**src/icgsl_consts.vh**
```
// Constants for the internal clock settle, trim and low-power controller.
// Shared by the core, its checker and its bench.
`ifndef ICGSL_CONSTS_VH
`define ICGSL_CONSTS_VH

// ----------------------------------------------------------------------------
// Register offsets
// ----------------------------------------------------------------------------
`define ICGSL_ADDR_CTRL      4'h0
`define ICGSL_ADDR_MULT      4'h1
`define ICGSL_ADDR_TRIM      4'h2
`define ICGSL_ADDR_DIV       4'h3
`define ICGSL_ADDR_STAGE     4'h4
`define ICGSL_ADDR_ERR       4'h5

// ----------------------------------------------------------------------------
// Control register fields
// ----------------------------------------------------------------------------
`define ICGSL_CTRL_MIE       7
`define ICGSL_CTRL_MFLAG     6
`define ICGSL_CTRL_MON       5
`define ICGSL_CTRL_SRC       4
`define ICGSL_CTRL_ION       3
`define ICGSL_CTRL_ISTB      2
`define ICGSL_CTRL_EON       1
`define ICGSL_CTRL_ESTB      0

// ----------------------------------------------------------------------------
// Reset values and divider maximum
// ----------------------------------------------------------------------------
`define ICGSL_RST_MULT       7'h15
`define ICGSL_RST_TRIM       8'h80
`define ICGSL_RST_DIV        4'h0
`define ICGSL_RST_STAGE      8'h00
`define ICGSL_DIV_MAX        4'h9

// ----------------------------------------------------------------------------
// Capacitor and loop figures
// ----------------------------------------------------------------------------
`define ICGSL_CAP_TOTAL      10'h27f
`define ICGSL_CAP_FIXED      10'h180
`define ICGSL_BASE_PER_STEP  3'h4
`define ICGSL_BUS_DIV        3'h4
`define ICGSL_FINE_MAX       7'h58
`define ICGSL_COARSE_STEP    8'h20
`define ICGSL_FINE_STEP      8'h01
// Fifteen percent, expressed in the error input's units of 1/1024
`define ICGSL_ERR_15PCT      11'h099

`endif

```
**src/icgsl_core.v**
```verilog
// Loop control of the internal clock generator: settle, trim, wait and stop.
// Assumes the analog comparator delivers a signed period error and that
// low_freq_base_clock and stop/wait levels arrive asynchronously.
//
// The placing of the registers and the strobed register port were decided locally.
`timescale 1ns/1ns
`default_nettype none
`include "icgsl_consts.vh"

// Notes on behaviour
// - Reset, multiplier or trim write, or oscillator re-enable restarts correction.
// - Each correction step spans four low-frequency base clock periods.
// - Error above fifteen percent uses coarse steps, eight double or halve period.
// - Stable bit sets once the period is within fifteen percent.
// - Within fifteen percent, steps are the minimum stage size.
// - Fine mode reaches minimum error within 88 corrections.
// - Capacitor is 639 units: 384 fixed plus 255 by trim.
// - Trim resets to 128 units, capacitor 512 units.
// - Each trim unit moves frequency about 0.195 percent; more trim, lower.
// - Bus frequency is base frequency times multiplier divided by four.
// - Generator stays active in wait; its interrupt may wake the core.
// - Stop without keep option halts all and holds clock outputs low.
// - Stop with keep option runs clocks; generator interrupts do not wake.
// - Stop without keep option clears internal and external stable bits.
// - Stop without keep option clears monitor enable, its irq enable and flag.
// - Stop leaves source, generator enables, multiplier, trim, divider and stages alone.
// - Oscillator frequency is multiplier times the base clock.
module icgsl_core (
  // Clock and reset
  input  wire        clk,
  input  wire        resetn,
  // Register port
  input  wire [3:0]  reg_addr,
  input  wire [7:0]  reg_wdata,
  input  wire        reg_wr,
  input  wire        reg_rd,
  output reg  [7:0]  reg_rdata,
  // Analog side
  input  wire        low_freq_base_clock,
  input  wire        err_slow,
  input  wire [10:0] err_mag,
  input  wire        ext_clock_active,
  input  wire        monitor_event,
  input  wire        keep_osc_in_stop,
  // Low-power mode
  input  wire        stop_mode,
  input  wire        wait_mode,
  // Oscillator controls
  output reg  [3:0]  osc_divider_ctrl,
  output reg  [7:0]  osc_stage_ctrl,
  output wire [9:0]  cap_units,
  output wire [6:0]  mult_factor,
  output wire        osc_run,
  // Clock outputs and wake
  output wire        reference_clock_out,
  output wire        bus_clock_out,
  output wire        timebase_clock_out,
  output wire        wake_request,
  output wire        irq_out
);

  // --------------------------------------------------------------------------
  // State and storage
  // --------------------------------------------------------------------------
  localparam [1:0] ST_IDLE   = 2'h0;
  localparam [1:0] ST_COARSE = 2'h1;
  localparam [1:0] ST_FINE   = 2'h2;
  localparam [1:0] ST_LOCKED = 2'h3;
  reg  [1:0]  state_reg;
  reg  [1:0]  state_next;
  reg  [6:0]  mult_reg;
  reg  [7:0]  trim_reg;
  reg         mon_ie_reg;
  reg         mon_flag_reg;
  reg         mon_on_reg;
  reg         src_ext_reg;
  reg         int_generator_on_reg;
  reg         int_clock_stable_reg;
  reg         ext_generator_on_reg;
  reg         ext_clock_stable_reg;
  reg  [6:0]  fine_cnt_reg;
  reg  [1:0]  base_cnt_reg;
  reg  [2:0]  base_sync_reg;
  reg  [2:0]  stop_sync_reg;
  reg  [2:0]  wait_sync_reg;
  reg  [2:0]  keep_sync_reg;
  reg         base_level_reg;
  reg         stop_reg;
  reg         wait_reg;
  reg         keep_reg;
  reg         restart_reg;
  reg  [1:0]  bus_div_reg;
  reg         bus_clk_reg;
  reg         ref_clk_reg;
  wire        halted;
  wire        base_edge;
  wire        step_en;
  wire        err_big;
  wire        err_zero;
  wire        wr_ctrl;
  wire        wr_mult;
  wire        wr_trim;
  wire [11:0] stage_sum;

  // --------------------------------------------------------------------------
  // Input synchronisers
  // --------------------------------------------------------------------------
  always @(posedge clk or negedge resetn) begin
    if (!resetn) begin
      base_sync_reg  <= 3'h0;
      stop_sync_reg  <= 3'h0;
      wait_sync_reg  <= 3'h0;
      keep_sync_reg  <= 3'h0;
      base_level_reg <= 1'b0;
      stop_reg       <= 1'b0;
      wait_reg       <= 1'b0;
      keep_reg       <= 1'b0;
    end else begin
      base_sync_reg <= {base_sync_reg[1:0], low_freq_base_clock};
      stop_sync_reg <= {stop_sync_reg[1:0], stop_mode};
      wait_sync_reg <= {wait_sync_reg[1:0], wait_mode};
      keep_sync_reg <= {keep_sync_reg[1:0], keep_osc_in_stop};
      if (base_sync_reg[1] == base_sync_reg[2])
        base_level_reg <= base_sync_reg[2];
      if (stop_sync_reg[1] == stop_sync_reg[2])
        stop_reg <= stop_sync_reg[2];
      if (wait_sync_reg[1] == wait_sync_reg[2])
        wait_reg <= wait_sync_reg[2];
      if (keep_sync_reg[1] == keep_sync_reg[2])
        keep_reg <= keep_sync_reg[2];
    end
  end
  assign halted = stop_reg & ~keep_reg;
  assign base_edge = (base_sync_reg[2] == base_sync_reg[1]) & base_sync_reg[2] & ~base_level_reg;

  // --------------------------------------------------------------------------
  // Correction interval
  // --------------------------------------------------------------------------
  // four base periods
  always @(posedge clk or negedge resetn) begin
    if (!resetn) begin
      base_cnt_reg <= 2'h0;
    end else if (halted || restart_reg) begin
      base_cnt_reg <= 2'h0;
    end else if (base_edge) begin
      base_cnt_reg <= base_cnt_reg + 2'h1;
    end
  end

  assign step_en = base_edge & (base_cnt_reg == 2'h3) & ~halted & int_generator_on_reg;
  assign err_big  = (err_mag > `ICGSL_ERR_15PCT);
  assign err_zero = (err_mag == 11'h000);

  // --------------------------------------------------------------------------
  // Register writes
  // --------------------------------------------------------------------------
  assign wr_ctrl = reg_wr & (reg_addr == `ICGSL_ADDR_CTRL);
  assign wr_mult = reg_wr & (reg_addr == `ICGSL_ADDR_MULT);
  assign wr_trim = reg_wr & (reg_addr == `ICGSL_ADDR_TRIM);
  always @(posedge clk or negedge resetn) begin
    if (!resetn) begin
      trim_reg             <= `ICGSL_RST_TRIM;
      mult_reg             <= `ICGSL_RST_MULT;
      int_generator_on_reg <= 1'b1;
      ext_generator_on_reg <= 1'b0;
      src_ext_reg          <= 1'b0;
    end else if (wr_ctrl) begin
      int_generator_on_reg <= reg_wdata[`ICGSL_CTRL_ION] | ~reg_wdata[`ICGSL_CTRL_EON];
      ext_generator_on_reg <= reg_wdata[`ICGSL_CTRL_EON] | ~reg_wdata[`ICGSL_CTRL_ION];
      src_ext_reg          <= reg_wdata[`ICGSL_CTRL_SRC] | ~reg_wdata[`ICGSL_CTRL_ION];
    end else if (wr_mult) begin
      mult_reg <= reg_wdata[6:0];
    end else if (wr_trim) begin
      trim_reg <= reg_wdata;
    end
  end

  // --------------------------------------------------------------------------
  // Monitor and stable bits
  // --------------------------------------------------------------------------
  always @(posedge clk or negedge resetn) begin
    if (!resetn) begin
      mon_on_reg           <= 1'b0;
      mon_ie_reg           <= 1'b0;
      mon_flag_reg         <= 1'b0;
      ext_clock_stable_reg <= 1'b0;
    end else if (halted) begin
      mon_on_reg           <= 1'b0;
      mon_ie_reg           <= 1'b0;
      mon_flag_reg         <= 1'b0;
      ext_clock_stable_reg <= 1'b0;
    end else begin
      ext_clock_stable_reg <= ext_generator_on_reg & ext_clock_active;
      if (wr_mult || wr_trim) begin
        mon_on_reg   <= 1'b0;
        mon_ie_reg   <= 1'b0;
        mon_flag_reg <= 1'b0;
      end else if (wr_ctrl) begin
        mon_on_reg   <= reg_wdata[`ICGSL_CTRL_MON] &
                        (mon_on_reg | (int_clock_stable_reg & ext_clock_stable_reg));
        mon_ie_reg   <= reg_wdata[`ICGSL_CTRL_MIE] & reg_wdata[`ICGSL_CTRL_MON] & mon_on_reg;
        // Set wins over a software clear arriving in the same cycle
        mon_flag_reg <= (mon_flag_reg & reg_wdata[`ICGSL_CTRL_MFLAG] &
                         reg_wdata[`ICGSL_CTRL_MON]) | (monitor_event & mon_on_reg);
      end else begin
        mon_flag_reg <= mon_flag_reg | (monitor_event & mon_on_reg);
      end
    end
  end

  // --------------------------------------------------------------------------
  // Loop filter state machine
  // --------------------------------------------------------------------------
  always @* begin
    state_next = state_reg;
    case (state_reg)
      ST_IDLE: begin
        if (step_en)
          state_next = err_big ? ST_COARSE : ST_FINE;
      end
      ST_COARSE: begin
        if (step_en && !err_big)
          state_next = ST_FINE;
      end
      ST_FINE: begin
        if (step_en && err_big)
          state_next = ST_COARSE;
        else if (step_en && (err_zero || fine_cnt_reg == `ICGSL_FINE_MAX - 7'h01))
          state_next = ST_LOCKED;
      end
      ST_LOCKED: begin
        if (step_en && err_big)
          state_next = ST_COARSE;
      end
      default: begin
        state_next = ST_IDLE;
      end
    endcase
  end
  always @(posedge clk or negedge resetn) begin
    if (!resetn) begin
      restart_reg <= 1'b1;
    end else begin
      restart_reg <= wr_mult | wr_trim | halted | ~int_generator_on_reg;
    end
  end
  always @(posedge clk or negedge resetn) begin
    if (!resetn) begin
      state_reg            <= ST_IDLE;
      fine_cnt_reg         <= 7'h00;
      int_clock_stable_reg <= 1'b0;
    end else if (restart_reg) begin
      state_reg            <= ST_IDLE;
      fine_cnt_reg         <= 7'h00;
      int_clock_stable_reg <= 1'b0;
    end else begin
      state_reg <= state_next;
      if (state_next == ST_FINE && state_reg != ST_FINE)
        fine_cnt_reg <= 7'h00;
      else if (step_en && state_reg == ST_FINE)
        fine_cnt_reg <= fine_cnt_reg + 7'h01;
      if (step_en)
        int_clock_stable_reg <= ~err_big;
    end
  end

  // --------------------------------------------------------------------------
  // Divider and stage update
  // --------------------------------------------------------------------------
  // Divider and stage form one 12-bit number; stage carry moves the divider
  assign stage_sum = err_slow ?
    {osc_divider_ctrl, osc_stage_ctrl} -
      {4'h0, (err_big ? `ICGSL_COARSE_STEP : `ICGSL_FINE_STEP)} :
    {osc_divider_ctrl, osc_stage_ctrl} +
      {4'h0, (err_big ? `ICGSL_COARSE_STEP : `ICGSL_FINE_STEP)};
  always @(posedge clk or negedge resetn) begin
    if (!resetn) begin
      osc_divider_ctrl <= `ICGSL_RST_DIV;
      osc_stage_ctrl   <= `ICGSL_RST_STAGE;
    end else if (step_en && !err_zero && state_reg != ST_LOCKED) begin
      if (err_slow && {osc_divider_ctrl, osc_stage_ctrl} <
          {4'h0, (err_big ? `ICGSL_COARSE_STEP : `ICGSL_FINE_STEP)}) begin
        osc_divider_ctrl <= 4'h0;
        osc_stage_ctrl   <= 8'h00;
      end else if (!err_slow && stage_sum[11:8] > `ICGSL_DIV_MAX) begin
        osc_divider_ctrl <= `ICGSL_DIV_MAX;
        osc_stage_ctrl   <= 8'hff;
      end else begin
        osc_divider_ctrl <= stage_sum[11:8];
        osc_stage_ctrl   <= stage_sum[7:0];
      end
    end
  end

  // --------------------------------------------------------------------------
  // Clock outputs
  // --------------------------------------------------------------------------
  // bus is reference divided by four
  always @(posedge clk or negedge resetn) begin
    if (!resetn) begin
      bus_div_reg <= 2'h0;
      bus_clk_reg <= 1'b0;
      ref_clk_reg <= 1'b0;
    end else if (halted) begin
      bus_div_reg <= 2'h0;
      bus_clk_reg <= 1'b0;
      ref_clk_reg <= 1'b0;
    end else begin
      ref_clk_reg <= ~ref_clk_reg;
      if (ref_clk_reg) begin
        bus_div_reg <= bus_div_reg + 2'h1;
        if (bus_div_reg[0])
          bus_clk_reg <= ~bus_clk_reg;
      end
    end
  end

  assign reference_clock_out = ref_clk_reg & ~halted;
  assign bus_clock_out       = bus_clk_reg & ~halted;
  assign timebase_clock_out  = ref_clk_reg & ~halted;
  assign cap_units   = `ICGSL_CAP_FIXED + {2'h0, trim_reg};
  assign mult_factor = mult_reg;
  assign osc_run     = int_generator_on_reg & ~halted;
  assign irq_out      = mon_ie_reg & mon_flag_reg;
  assign wake_request = irq_out & wait_reg & ~stop_reg;

  // --------------------------------------------------------------------------
  // Read data
  // --------------------------------------------------------------------------
  always @(posedge clk or negedge resetn) begin
    if (!resetn) begin
      reg_rdata <= 8'h00;
    end else if (reg_rd) begin
      case (reg_addr)
        `ICGSL_ADDR_CTRL:  reg_rdata <= {mon_ie_reg, mon_flag_reg, mon_on_reg, src_ext_reg,
                                         int_generator_on_reg, int_clock_stable_reg,
                                         ext_generator_on_reg, ext_clock_stable_reg};
        `ICGSL_ADDR_MULT:  reg_rdata <= {1'b0, mult_reg};
        `ICGSL_ADDR_TRIM:  reg_rdata <= trim_reg;
        `ICGSL_ADDR_DIV:   reg_rdata <= {4'h0, osc_divider_ctrl};
        `ICGSL_ADDR_STAGE: reg_rdata <= osc_stage_ctrl;
        `ICGSL_ADDR_ERR:   reg_rdata <= {err_big, err_slow, 4'h0, state_reg};
        default:           reg_rdata <= 8'h00;
      endcase
    end else begin
      reg_rdata <= 8'h00;
    end
  end

endmodule
`default_nettype wire

```
**config.mk**
```make
export PLATFORM = sky130hd
export DESIGN_NAME = icgsl_core
export DESIGN_NICKNAME = d
export VERILOG_FILES = /design/src/icgsl_core.v
export VERILOG_INCLUDE_DIRS = /design/src
export SDC_FILE = /design/constraint.sdc
export NUM_CORES = 1
export LEC_CHECK = 0
export CAP_MARGIN = 20
export CORE_ASPECT_RATIO = 0.5
export CORE_UTILIZATION = 60
export CTS_BUF_LIST = sky130_fd_sc_hd__clkbuf_4
export DETAILED_ROUTE_END_ITERATION = 12
export DONT_BUFFER_PORTS = 1
export PLACE_DENSITY = 0.76
export SETUP_SLACK_MARGIN = 0.05
export SYNTH_ARGS = -nofsm -noshare
export SYNTH_HDL_FRONTEND = slang
export SYNTH_SLANG_ARGS = --single-unit
```
**constraint.sdc**
```tcl
create_clock -name clk -period 2.6 [get_ports clk]
set_input_delay 0.26 -clock clk [delete_from_list [all_inputs] [get_ports clk]]
set_output_delay 0.26 -clock clk [all_outputs]
set_load 0.01 [all_outputs]
```
# After elaboration in Yosys (flattened, before gate mapping)
# Index checks and enable logic that the tools add are counted.
# classes
add_sub_neg,6
n_lt_le_gt_ge,3
eq_ne,18
muxes,39
bitwise,44
n_reduce_logical,27
# ops
cell,count
$pmux 8 s6,1
$mux 8,3
$and 1x1->1,23
$mux 2,11
$mux 7,3
$mux 1,16
$add 12x8->12,1
$lt 12x6->1,1
$mux 12,1
$not 1->1,12
$sub 12x8->12,1
$gt 11x8->1 const B,1
$logic_not 11->1,1
$add 9x8->10 const A,1
$logic_and 1x1->1,9
$or 1x1->1,9
$eq 2x2->1 const B,4
$eq 4x2->1 const B,2
$eq 4x3->1 const B,2
$mux 4,2
$pmux 2 s4,1
$reduce_bool 2->1,4
$add 7x1->7 const B,1
$eq 7x7->1 const B,1
other kinds (14),26
# totals
register_bits,75
input_bits,34
out_inout_bits,43
elab_cells,165

# Logic depth before layout (Yosys ltp)
# Gate-level depths: netlist (run 1).
# depth
depth_word,14
ltp_mapped,12
ltp_nobuf,12

# Worst setup path before layout (run 1)
# OpenSTA, ideal clock, no wires.
# synth_timing
path_kind,input to register
startpoint,input err_mag[9]
endpoint,register osc_divider_ctrl[0]
setup_time_ps,128
arrival_time_ps,2430
t_required_ps,2472
path_slack_ps,42
path_stages,11
n_path_buf,0
cell_sequence,nor3_1 a21boi_2 ha_1 inv_1 fa_1 a21oi_1 o22ai_1 o211ai_1 xor2_1 a21boi_4 o21ai_1
# synth_between
elab_chain_len,8
elab_cells_between_ends,15
cone_classes,add/sub (2); order compare (3); mux (4); reduce/logical (6)
# synth_lines
item,line,source
from (decl),icgsl_core.v:41,"input wire [10:0] err_mag,"
$gt 11x8->1 (no line),n/a,
$mux 6 (no line),n/a,
$add 12x8->12 / $sub 12x8->12 (equally long branches),"icgsl_core.v:274, icgsl_core.v:272",
$mux 12,icgsl_core.v:271,assign stage_sum = err_slow ?
$gt 4x4->1 (no line),n/a,
$logic_and 1x1->1 (no line),n/a,
$mux 4,icgsl_core.v:285,end else if (!err_slow && stage_sum[11:8] > `ICGSL_DIV_MAX) begin
$mux 4,icgsl_core.v:281,"if (err_slow && {osc_divider_ctrl, osc_stage_ctrl} <"
to (signal assigned),icgsl_core.v:278,osc_divider_ctrl <= `ICGSL_RST_DIV;
to (signal assigned),icgsl_core.v:286,osc_divider_ctrl <= `ICGSL_DIV_MAX;
to (signal assigned),icgsl_core.v:289,osc_divider_ctrl <= stage_sum[11:8];
to (decl),icgsl_core.v:49,"output reg [3:0] osc_divider_ctrl,"
# Parallel ways exist; a longest one is shown, timed or not.
# A chain may end at the register's enable or synchronous reset.

# Worst setup path in the final report (run 1)
# layout_timing
startpoint,register osc_stage_ctrl[0]
endpoint,register osc_stage_ctrl[7]
# layout_between
elab_chain_len,6
elab_cells_between_ends,9
cone_classes,add/sub (2); order compare (2); mux (3); reduce/logical (2)
# layout_lines
item,line,source
from (decl),icgsl_core.v:50,"output reg [7:0] osc_stage_ctrl,"
from (signal assigned),icgsl_core.v:279,osc_stage_ctrl <= `ICGSL_RST_STAGE;
from (signal assigned),icgsl_core.v:290,osc_stage_ctrl <= stage_sum[7:0];
$add 12x8->12 / $sub 12x8->12 (equally long branches),"icgsl_core.v:274, icgsl_core.v:272",
$mux 12,icgsl_core.v:271,
$gt 4x4->1 (no line),n/a,
$logic_and 1x1->1 (no line),n/a,
$mux 8,icgsl_core.v:285,
$mux 8 *,icgsl_core.v:281,
# Every way passes the cells marked *; elsewhere a longest branch is shown, timed or not.

==> results of run 1 <==
==> repair_timing <==
action                                 4_1_cts  5_1_grt
setup endpoints to repair                    0       10
endpoints found under the hold margin       94        2
hold buffers                                15        2
resized for setup                            0        3
==> layout make-up <==
type                    instances  area [um2]  share of cell area, %
multi-input cells             257        1910                   43.5
flip-flops and latches         74        1860                   42.3
repair buffers                 37         338                   7.68
well taps                      88         110                   2.50
clock inverters                 6        82.6                   1.88
clock buffers                  10        75.1                   1.71
inverters                       6        22.5                  0.512
==> where the power goes <==
| part | internal [mW] | switching [mW] |
|---|---|---|
| Clock | 0.397 | 0.390 |
| Sequential | 1.27 | 0.122 |
| Combinational | 0.134 | 0.153 |
==> metrics by stage <==
step | cell area [um2] | util, % | power (mW) | setup slack [ns] | hold WS [ns]
global placement | 4030 | 66.3 | 1.63 | -0.0625 | -0.0336
floorplan | 3800 | - | 1.59 | 0.0590 | -0.0356
CTS | 4360 | 71.6 | 2.48 | 0.117 | 0.00248
finish | 4400 | 72.4 | 2.47 | 0.208 | 0.0275
global route | 4400 | 72.4 | 2.58 | 0.0359 | 0.0220
detailed placement | 4030 | 66.3 | 1.65 | -0.232 | -0.0338
==> metal layers <==
layer  wire length [um]  vias to the layer above
li1                   -                     1356
met1               3740                     1467
met2               4500                       83
met3                517                       23
met4                187                        0
met5                  0                        -
==> worst max-delay path: stages, from the launching register on <==
cell and delay, ns:
sky130_fd_sc_hd__dfrtp_1 0.40, sky130_fd_sc_hd__inv_1 0.07, sky130_fd_sc_hd__ha_1 0.18, sky130_fd_sc_hd__inv_1 0.06
sky130_fd_sc_hd__fa_2 0.35, sky130_fd_sc_hd__a21oi_2 0.19, sky130_fd_sc_hd__o22ai_2 0.13, sky130_fd_sc_hd__o211ai_1 0.21
sky130_fd_sc_hd__xor2_1 0.27, sky130_fd_sc_hd__a21boi_4 0.30, sky130_fd_sc_hd__o21ai_1 0.10
==> cells by family after synthesis <==
| group | after synthesis | synth area share (%) |
|---|---|---|
| flip-flops | 74 | 49.0 |
| AND/OR/NAND/NOR | 124 | 19.4 |
| XOR/XNOR | 16 | 3.69 |
| AO/OA/AOI/OAI | 78 | 14.6 |
| buffers and inverters | 12 | 1.48 |
| adder cells (fa/ha/maj) | 19 | 6.26 |
| multiplexers | 19 | 5.57 |
==> how the worst max path moves through the flow <==
stage | start | endpoint | slack (ns) | depth (start not counted)
after floorplan | err_mag[9] | osc_divider_ctrl[0] | 0.06 | 11
after global placement | err_mag[9] | osc_stage_ctrl[0] | -0.06 | 11
after detailed placement | err_mag[9] | osc_stage_ctrl[7] | -0.23 | 10
after CTS | osc_stage_ctrl[0] | osc_stage_ctrl[7] | 0.12 | 10
after global routing | err_mag[9] | osc_divider_ctrl[1] | 0.04 | 10
final | osc_stage_ctrl[0] | osc_stage_ctrl[7] | 0.21 | 10
==> cell usage in the layout, fill, tap and decap left out, types with 6 or more instances in the layout <==
cell / count
sky130_fd_sc_hd__a21oi_1: 8
sky130_fd_sc_hd__a22oi_1: 23
sky130_fd_sc_hd__a31oi_1: 8
sky130_fd_sc_hd__buf_4: 20
sky130_fd_sc_hd__clkbuf_4: 10
sky130_fd_sc_hd__dfrtp_1: 68
sky130_fd_sc_hd__dfstp_2: 6
sky130_fd_sc_hd__dlygate4sd3_1: 16
sky130_fd_sc_hd__ha_1: 15
sky130_fd_sc_hd__inv_1: 6
sky130_fd_sc_hd__mux2_1: 16
sky130_fd_sc_hd__nand2_1: 31
sky130_fd_sc_hd__nand3_1: 10
sky130_fd_sc_hd__nand4_1: 6
sky130_fd_sc_hd__nor2_1: 26
sky130_fd_sc_hd__nor3_1: 7
sky130_fd_sc_hd__o21ai_1: 13
sky130_fd_sc_hd__xnor2_1: 7
sky130_fd_sc_hd__xor2_1: 9
==> summary by stage, run 1 <==
Timing
The total negative slack is 0 ns. Setup violations remaining at the end of the flow were counted as 0. The hold violation total from the final report came to 0. The number of max-slew violations in the final report came to 0.

Setup repair after global routing could not meet its margin everywhere. On the final layout, the worst clock skew is 0.0170 ns. The share of the cycle needed by the critical path after routing is 92.0%. Headroom to the max-slew limit came out at 55.5%.

The timing-limited maximum frequency is 0.418 GHz. The slew at the pin closest to its max-slew limit is 0.658 ns. The time the worst path needs with I/O delays and setup is 2.39 ns.

Min path
The terminating pin of the worst hold path is int_generator_on_reg. The startpoint of the worst hold path is reg_wdata[3]. The worst hold path stage count is 2.

The class of the tightest hold or removal check is input port to flop.

GRT
The met2 track demand over resource in global routing is 48.8%. The global routing usage on met3 is 8.26%. The number of antenna violations at the first check in global routing is 0. Summed over all layers, the global routing overflow is 0. Global routing consumed, on the met1 layer, 35.0% of the routing resources. The first global-routing pass estimated 14400 um of wire. met2 is the most crowded layer. The maximum number of pins on one net before global-route repair is 75.

The via count of the first global-routing pass is 2907. The total routing usage reported by global routing is 28.6%.

Route
The number of vias per cell is 6.13. The total DRC errors in the routed layout is 0. For this block, the initial DRC count from the detailed router was 220. The first detailed-routing pass took 5 iterations. After detailed routing, the average wire length per cell comes to 18.7 um.

The detail route stage leaves a number of antenna-violating nets equal to 0. The final routed wirelength across all metal layers is 8950 um. Across all layers, the routed design uses 2929 vias.

Cells and area
The growth of design area from synthesis to finish is 15.9%. The number of fillers in the final layout is 428. The repair_antennas step left the layout with diodes totalling 0.

The fraction of final layout cells sized beyond drive strength 1 is 18.7%. The net total in the final layout is 435. Excluding fillers, the count of instances in the completed layout stands at 478.

Logic synthesis
The average footprint of a synthesized cell is 11.1 um2. The fraction of synthesis flops using an asynchronous set or reset pin is 100%. After synthesis, the largest area contributor takes up 44.8% of total cell area. Synthesis produced a netlist with a net count of 392. The mapped cell area is 3800 um2. sky130_fd_sc_hd__dfrtp_1 takes more of the synthesized area than any other cell. The most common flop cell mapped by yosys is sky130_fd_sc_hd__dfrtp_1. The number of different library cells in the post-synthesis netlist is 65.

The flip-flop and latch count after synthesis is 74. In the post-synthesis netlist, the biggest area contributors are sky130_fd_sc_hd__dfrtp_1 45%, sky130_fd_sc_hd__ha_1 4.9%, sky130_fd_sc_hd__mux2_1 4.7%, sky130_fd_sc_hd__a22oi_1 4.5%, sky130_fd_sc_hd__dfstp_2 4.2%. The number of warnings printed during yosys synthesis is 0.

Sequential elements use 49.0% of the synthesized area. The number of enable-type register cells in the synthesized netlist is 0. The cell count after synthesis came out at 342. The cell with the most instances after synthesis is sky130_fd_sc_hd__dfrtp_1. Sorting the synthesized cells by how often they occur yields 68 x sky130_fd_sc_hd__dfrtp_1, 31 x sky130_fd_sc_hd__nand2_1, 26 x sky130_fd_sc_hd__nor2_1.

Floorplanning
The area of the placeable core is 6080 um2. The die is 58.3 um tall. The overall die width is 115 um. The count of pins on the block boundary is 77. The area of the die is 6670 um2. The floorplan row count is 20. For this configuration, the core starts out at a cell density of 62.4%.

Clocking
The number of buffers added for setup after CTS is 0. The buffer depth of the longest clock path is 2. The clock sink count is 74.

The clock insertion delay at the later pin of the skew report is 0.41 ns. The cell at the root of the clock tree is sky130_fd_sc_hd__clkbuf_4. TritonCTS built the clock tree. The clock-pin slew of the registers on the worst-case setup and hold paths is 0.12 ns. Buffers inserted during clock tree synthesis total 9. The number of H-tree levels is 3.

Setup path
For the worst flop-to-flop path, the logic depth is 10. Along the worst path, the maximum fanout reaches 5. Data arrives at the worst endpoint at 2.69 ns. The worst setup path is launched from a flop.

The worst flop-to-flop path startpoint is osc_stage_ctrl[0]. The setup slack of the most critical reg-to-reg path is 0.21 ns. The worst register-to-register path ends at osc_stage_ctrl[7].

At the worst endpoint, the required time is 2.89 ns. The type of element capturing the critical path is a flop. The setup path with the least slack is of type flop to flop.

Placed design
In this run, placement finished with an instance count of 444. The half-perimeter wire length after placement is 6200 um. The congestion estimate from routability-driven global placement came to 0.891. During placement, the flow inserted port buffers numbering 0.

Job
Across the run, the number of max-cap violations was 0.

Outcome
The run finished with clean final reports.

Power and ir drop
For this design the ratio of total power to cell area is 561 nW/um2. Summed over all cells, the static leakage comes to 1.88 nW. The worst-case IR drop observed on VDD is 0.000298 V.
No activity file was read; power rests on OpenSTA's default activity.
==> run 2: changes to the inputs <==
==> constraint.sdc (replaced) <==
create_clock -name clk -period 2.6 [get_ports clk]
set_input_delay 0.26 -clock clk [delete_from_list [all_inputs] [get_ports clk]]
set_output_delay 0.26 -clock clk [all_outputs]
set_load 0.005 [all_outputs]
==> run 2 against run 1 <==
Cell count is 0.84% lower. Clock power about the same. Die area did not move. Final area decreased by 0.94%. Setup slack improved by 0.027 ns. Sequential power is essentially flat.
==> summary by stage, run 2 (synthesis gave the netlist of run 1 again) <==
Outcome
The flow ran to the end, and the final reports show no timing, DRC or antenna violations.

Floorplanning
The initial core utilization is 62.4% (unchanged). The area of the placeable core is 6080 um2 (unchanged). The count of pins on the block boundary is 77 (unchanged). The overall die width came to 115 um (unchanged).

The floorplan row count is 20 (unchanged). The y dimension of the die is 58.3 um (unchanged). The area of the die is 6670 um2 (unchanged).

Timing
The final setup violation count was 0 (unchanged). The number of max-slew violations in the final report is 0 (unchanged). The timing-limited maximum frequency is 0.423 GHz (+1.1%). The worst clock skew on the final layout is 0.0105 ns (-0.00647 ns). The worst-case headroom to the max-slew limit is 58.0% (+2.5 points).

The slew at the pin closest to its max-slew limit was 0.621 ns (-0.0371 ns). Setup repair after global routing left no endpoint under its margin. The hold violation total from the final report came to 0 (unchanged). The share of the cycle needed by the critical path after routing is 91.0% (-1.0 points). The slack of the critical path is 0.235 ns (+0.0272 ns). The time the worst path needs with I/O delays and setup is 2.37 ns (-0.0272 ns).

Clocking
TritonCTS built the clock tree. The buffer depth of the longest clock path is 2 (unchanged). The clock-pin slew of the registers on the worst-case setup and hold paths is 0.11 ns (about the same). The clock sink count is 74 (unchanged). The total clock buffers created by CTS was 9 (unchanged).

The number of H-tree levels is 3 (unchanged). The number of buffers added for setup after CTS is 0 (unchanged). The cell at the root of the clock tree is sky130_fd_sc_hd__clkbuf_4. The clock insertion delay at the later pin of the skew report is 0.43 ns (+0.02 ns).

Setup path
The startpoint class of the critical path is a flop. The endpoint arrival time on the critical path is 2.68 ns (about the same). Walking the worst path, the cells encountered are inv_1, ha_1, inv_1, fa_2, a21oi_2, o22ai_1, o211ai_1, xor2_1, a21boi_4, o21ai_1.

By instance count, the cell type seen most on the critical path is sky130_fd_sc_hd__inv_1. The required time at the endpoint of the critical path is 2.91 ns (+0.02 ns). The kind of cell adding the most delay to the critical path is compound AO/OA/AOI/OAI gates.

The stage delay of the slowest cell on the critical path is 0.40 ns (about the same). The maximum fanout count along the critical path is 5 (unchanged). The type of element capturing the critical path is a flop. The critical path is of the flop to flop type.

Among all stages on the critical path, the largest delay is contributed by sky130_fd_sc_hd__dfrtp_1. The number of buffers and inverters on the critical path is 2 (unchanged).

Power and ir drop
The total power density per cell area is 559 nW/um2 (-0.43%). The total power is 2.43 mW (-1.4%). The static power due to leakage is 1.86 nW (-1.1%).

The peak supply drop is 0.000278 V (-6.8%). The internal power of the cells was 1.80 mW (-0.18%). The switching fraction of total power is 26.1% (-0.88 points). The fraction of power consumed by sequential logic is 56.4% (about the same).

The fraction of power consumed by combinational cells is 11.2% (-0.4 points). The clock network power share is 32.5% (+0.6 points). The power dissipated by switching net loads was 0.634 mW (-4.6%).

Placed design
The number of I/O port buffers is 0 (unchanged). The post-placement worst setup slack is -0.210 ns (+0.0223 ns). The global placement routability congestion is 0.868 (-2.5%). The half-perimeter wire length after placement was 6330 um (+2.1%). The placed cell area is 4020 um2 (-0.37%).

Job
The max-cap check violation count was 0 (unchanged).

Cells and area
The utilization after layout is 71.7% (-0.68 points). The library cells used most frequently in the layout, excluding fill and tap cells, are 68 x sky130_fd_sc_hd__dfrtp_1, 31 x sky130_fd_sc_hd__nand2_1, 26 x sky130_fd_sc_hd__nor2_1, 23 x sky130_fd_sc_hd__a22oi_1, 18 x sky130_fd_sc_hd__buf_4. The final design instance area without fill is 4360 um2 (-0.94%). The net total in the final layout was 431 (-0.92%).

From synthesis to final layout, the design area changed by 14.8%. The number of fillers in the final layout is 428 (unchanged). The fraction of final layout cells sized beyond drive strength 1 was 18.1% (-0.58 points). The most frequent standard cell in the layout excluding fill and tap cells is sky130_fd_sc_hd__dfrtp_1.

The number of inserted diodes is 0 (unchanged).

GRT
The total congestion overflow is 0 (unchanged). The first-pass GRT wire length is 14500 um (+0.91%). The number of antenna violations at the first check in global routing was 0 (unchanged).

The total routing usage reported by global routing is 29.0% (+0.45 points). The via count of the first global-routing pass is 3024 (+4.0%). The maximum number of pins on one net before global-route repair is 75 (unchanged).

Route
The final routed wirelength across all metal layers is 9090 um (+1.6%). The number of antenna-violating nets in the routed design came to 0 (unchanged). The number of iterations in the first detailed-routing pass is 5 (unchanged). The detailed-route via count came to 2969 (+1.4%). The DRC marker count from the first detailed-route iteration is 326 (+48%). The number of vias per cell is 6.26 (+2.2%). The per-cell routed wire length is 19.2 um (+2.5%). The total DRC errors in the routed layout is 0 (unchanged).

Min path
The class of the tightest hold or removal check is input port to flop.
==> run 2: cell types whose count changed in the layout (fill, tap and decap cells not counted) <==
| cell | change |
|---|---|
| sky130_fd_sc_hd__buf_4 | -2 |
| sky130_fd_sc_hd__dlygate4sd3_1 | -2 |
| sky130_fd_sc_hd__o22ai_1 | +1 |
| sky130_fd_sc_hd__o22ai_2 | -1 |
==> run 2: area by class of cell <==
class | count | area [um2] | area share (%)
Sequential cell | 74 | 1860 | 42.7
Multi-Input combinational cell | 257 | 1910 | 43.7
Timing Repair Buffer | 33 | 303 | 6.95
Tap cell | 88 | 110 | 2.53
Clock inverter | 6 | 82.6 | 1.89
Clock buffer | 10 | 75.1 | 1.72
Inverter | 6 | 22.5 | 0.517
==> run 2: final timing paths <==
path,slack (ns),cells after the start,to,start
min,0.02,2,src_ext_reg,reg_wdata[4]
max,0.23,10,osc_divider_ctrl[0],osc_stage_ctrl[0]
max reg2reg,0.23,10,osc_divider_ctrl[0],osc_stage_ctrl[0]
max in group asynchronous,1.90,2,trim_reg[7],resetn
min in group asynchronous,0.38,2,fine_cnt_reg[2],resetn
min reg2reg,0.36,0,wait_sync_reg[1],wait_sync_reg[0]
==> run 2: power groups by stage <==
stage               clock network [mW]  logic, mW  registers, mW
finish                           0.790      0.272           1.37
floorplan                            0      0.195           1.36
detailed placement                   0      0.225           1.40
global placement                     0      0.211           1.39
CTS                              0.806      0.272           1.37
global route                     0.855      0.304           1.38
==> run 2: timing repair <==
item | CTS | global route
resized for setup | 0 | 2
endpoints found under the setup margin | 0 | 9
endpoints found under the hold margin | 95 | 0
hold buffers | 15 | 0
==> run 2: layer usage <==
layer	vias to the layer above	track usage [%]	share of wire, %	wire length, um
li1	1338	-	-	-
met1	1495	35.6	42	3790
met2	104	48.9	50	4560
met3	32	6.17	5.2	473
met4	0	16.1	3.0	275
met5	-	0	0	0
==> run 2: metrics by stage <==
stage / TNS, ns / cells / hold WS (ns)
after CTS: 0 / 473 / 0.000155
after global routing: 0 / 474 / 0.00484
after floorplan: 0 / 342 / -0.0356
final: 0 / 474 / 0.0157
after detailed placement: -2.03 / 442 / -0.0338
after global placement: -0.561 / 442 / -0.0336
==> run 3: changes to the inputs <==
==> constraint.sdc (replaced) <==
create_clock -name clk -period 2.6 [get_ports clk]
set_input_delay 0.26 -clock clk [delete_from_list [all_inputs] [get_ports clk]]
set_output_delay 0.26 -clock clk [all_outputs]
set_load 0.02 [all_outputs]
==> run 3 against run 2 <==
Critical endpoint is now osc_stage_ctrl[1]. Combinational power increased by 11%. Routed wire length increased by 1.5%. Highest routed layer unchanged. Non-clock buffer count increased by 4. Count of clock-buffer cells in the layout unchanged. First-iteration DRC count decreased by 21%.
==> summary by stage, run 3 (synthesis gave the netlist of run 1 again) <==
Outcome
The run finished with clean final reports.

Power and ir drop
The internal power of the cells is 1.71 mW (-5.0%). The peak supply drop came to 0.000265 V (-4.6%). The total power density per cell area is 562 nW/um2 (+0.71%). The fraction of power consumed by sequential logic is 58.6% (+2.2 points).

The static power due to leakage was 1.86 nW (+0.20%). The fraction of power consumed by combinational cells was 12.3% (+1.1 points). The switching fraction of total power is 30.5% (+4.5 points). The power dissipated by switching net loads was 0.751 mW (+18%). The clock network power share is 29.1% (-3.4 points).

Cells and area
The area taken by flip-flops and latches is 1860 um2 (unchanged). The net total in the final layout is 435 (+0.93%). The growth of design area from synthesis to finish is 15.2%. The number of fillers in the final layout is 426 (-0.47%). The area occupied by multi-input gates was 1910 um2 (about the same).

Leaving out fill and tap cells, the most frequent cells in the layout are 68 x sky130_fd_sc_hd__dfrtp_1, 31 x sky130_fd_sc_hd__nand2_1, 26 x sky130_fd_sc_hd__nor2_1, 23 x sky130_fd_sc_hd__a22oi_1, 22 x sky130_fd_sc_hd__buf_4. The fraction of final layout cells sized beyond drive strength 1 came to 19.0% (+0.84 points). The library cell used most frequently in the layout, excluding fill and tap cells, is sky130_fd_sc_hd__dfrtp_1. The number of inserted diodes is 0 (unchanged).

Timing
The timing-limited maximum frequency was 0.412 GHz (-2.6%). The slew at the pin closest to its max-slew limit is 0.643 ns (+0.0224 ns). The share of the cycle needed by the critical path after routing is 93.4% (+2.4 points). Setup repair after global routing could not meet its margin everywhere. The final setup violation count is 0 (unchanged). The worst-case headroom to the max-slew limit is 56.5% (-1.5 points).

The hold violation total from the final report is 0 (unchanged). The time the worst path needs with I/O delays and setup is 2.43 ns (+0.0629 ns). The worst clock skew on the final layout came to 0.0176 ns (+0.00712 ns). The total negative slack is 0 ns (unchanged). The slack of the critical path is 0.172 ns (-0.0629 ns).

The number of max-slew violations in the final report is 0 (unchanged).

Setup path
The depth of the most critical reg-to-reg path is 10 (unchanged). The setup slack of the most critical reg-to-reg path was 0.17 ns (-0.06 ns). The type of element capturing the critical path is a flop. The slowest stage of the critical path is the sky130_fd_sc_hd__dfrtp_1 cell. The endpoint arrival time on the critical path is 2.74 ns (+0.06 ns).

The maximum fanout count along the critical path was 4 (-1). The signal on the critical path passes through inv_1, ha_1, inv_1, fa_1, a21oi_2, o22ai_1, o211ai_1, xor2_1, a21boi_2, o21ai_1. In this run the critical register-to-register path is launched from osc_stage_ctrl[0].

Counting stages on the worst path, the most repeated cell is sky130_fd_sc_hd__inv_1. The worst setup path is of the flop to flop kind. In this run the critical register-to-register path is captured at osc_stage_ctrl[1]. The required time at the endpoint of the critical path came to 2.92 ns (about the same).

The stage delay of the slowest cell on the critical path was 0.42 ns (+0.02 ns). The worst setup path is launched from a flop.

GRT
The total congestion overflow is 0 (unchanged). The via count of the first global-routing pass is 2949 (-2.5%). The total routing usage reported by global routing was 29.2% (+0.15 points). The number of antenna violations at the first check in global routing is 0 (unchanged). The first-pass GRT wire length is 14400 um (-1.0%). The maximum number of pins on one net before global-route repair came to 75 (unchanged).

Min path
The startpoint of the worst hold path is reg_wdata[5]. For hold timing, the worst endpoint is mon_on_reg. The worst hold path stage count came to 2 (unchanged).

The class of the tightest hold or removal check is input port to flop.

Clocking
The number of H-tree levels is 3 (unchanged). The buffer depth of the longest clock path is 2 (unchanged). The tree is rooted in a sky130_fd_sc_hd__clkbuf_4. The clock-pin slew of the registers on the worst-case setup and hold paths was 0.13 ns (+0.02 ns). The total clock buffers created by CTS came to 9 (unchanged).

TritonCTS built the clock tree. The number of buffers added for setup after CTS is 0 (unchanged). The clock insertion delay at the later pin of the skew report was 0.42 ns (about the same). The clock sink count was 74 (unchanged).

Placed design
The half-perimeter wire length after placement is 6330 um (-0.13%). The global placement routability congestion is 0.861 (-0.78%). The number of I/O port buffers came to 0 (unchanged).

The post-placement worst setup slack is -0.190 ns (+0.0196 ns).

Floorplanning
The floorplan row count is 20 (unchanged). The count of pins on the block boundary is 77 (unchanged). The area of the placeable core is 6080 um2 (unchanged). The initial core utilization is 62.4% (unchanged). The y dimension of the die came to 58.3 um (unchanged). The area of the die is 6670 um2 (unchanged).

The overall die width came to 115 um (unchanged).

Route
The detailed-route via count is 2984 (+0.51%). The per-cell routed wire length is 19.3 um (+0.68%). The final routed wirelength across all metal layers is 9230 um (+1.5%). The number of iterations in the first detailed-routing pass was 5 (unchanged). The total DRC errors in the routed layout came to 0 (unchanged). The number of vias per cell is 6.24 (-0.34%). The number of antenna-violating nets in the routed design is 0 (unchanged). The DRC marker count from the first detailed-route iteration was 257 (-21%).

Job
The max-cap check violation count is 0 (unchanged).
[run 3: cell count changes in the layout (fill, tap and decap cells not counted), sizes merged]
cell,previous run,this run
buf,19,23
bufinv,2,1
clkinv,4,2
clkinvlp,0,2
inv,6,7
[run 3: what timing repair did]
item / in CTS / in global routing
endpoints found under the setup margin: 0 / 10
gates resized for setup: 0 / 2
endpoints found under the hold margin: 95 / 0
hold buffers: 15 / 0
[run 3: area by class of cell]
| type | instances | area share, % |
|---|---|---|
| flip-flops and latches | 74 | 42.5 |
| clock buffers | 10 | 1.72 |
| multi-input cells | 257 | 43.6 |
| inverters | 6 | 0.515 |
| clock inverters | 6 | 1.52 |
| repair buffers | 37 | 7.61 |
| well taps | 88 | 2.52 |
[run 3: worst max path at each step]
stage,startpoint,end
2_1_floorplan,err_mag[9],osc_divider_ctrl[0]
3_3_place_gp,err_mag[9],osc_stage_ctrl[0]
3_5_place_dp,err_mag[9],osc_stage_ctrl[6]
4_1_cts,osc_stage_ctrl[0],osc_stage_ctrl[5]
5_1_grt,osc_stage_ctrl[0],osc_stage_ctrl[5]
6_report,osc_stage_ctrl[0],osc_stage_ctrl[1]
[run 3: per-stage QoR]
stage	cells	power [mW]	area [um2]	hold WS [ns]	util, %
2_1_floorplan	342	1.65	3800	-0.0356	-
3_3_place_gp	446	1.69	4050	-0.0336	66.5
3_5_place_dp	446	1.71	4050	-0.0337	66.5
4_1_cts	477	2.46	4360	0.00368	71.6
5_1_grt	478	2.56	4370	0.00378	71.9
6_report	478	2.46	4370	0.0205	71.9
[run 3: critical path: cells and delay by family, from the launching register on]
kind	cells	cell delay (ns)
compound gates	5	0.94
fa+ha+maj	2	0.56
flops	1	0.42
xor+xnor	1	0.28
buf+inv	2	0.12
[run 3: metal layers]
layer / track usage, % / up-vias / part of all wire (%)
li1: - / 1351 / -
met1: 36.3 / 1512 / 43
met2: 48.1 / 98 / 49
met3: 9.62 / 23 / 5.8
met4: 11.3 / 0 / 2.4
met5: 0 / - / 0
[run 3: power groups by stage]
stage	sequential [mW]	combinational (mW)	clock, mW
finish	1.44	0.302	0.716
global route	1.45	0.334	0.778
CTS	1.44	0.300	0.720
detailed placement	1.46	0.252	0
global placement	1.46	0.236	0
floorplan	1.43	0.220	0
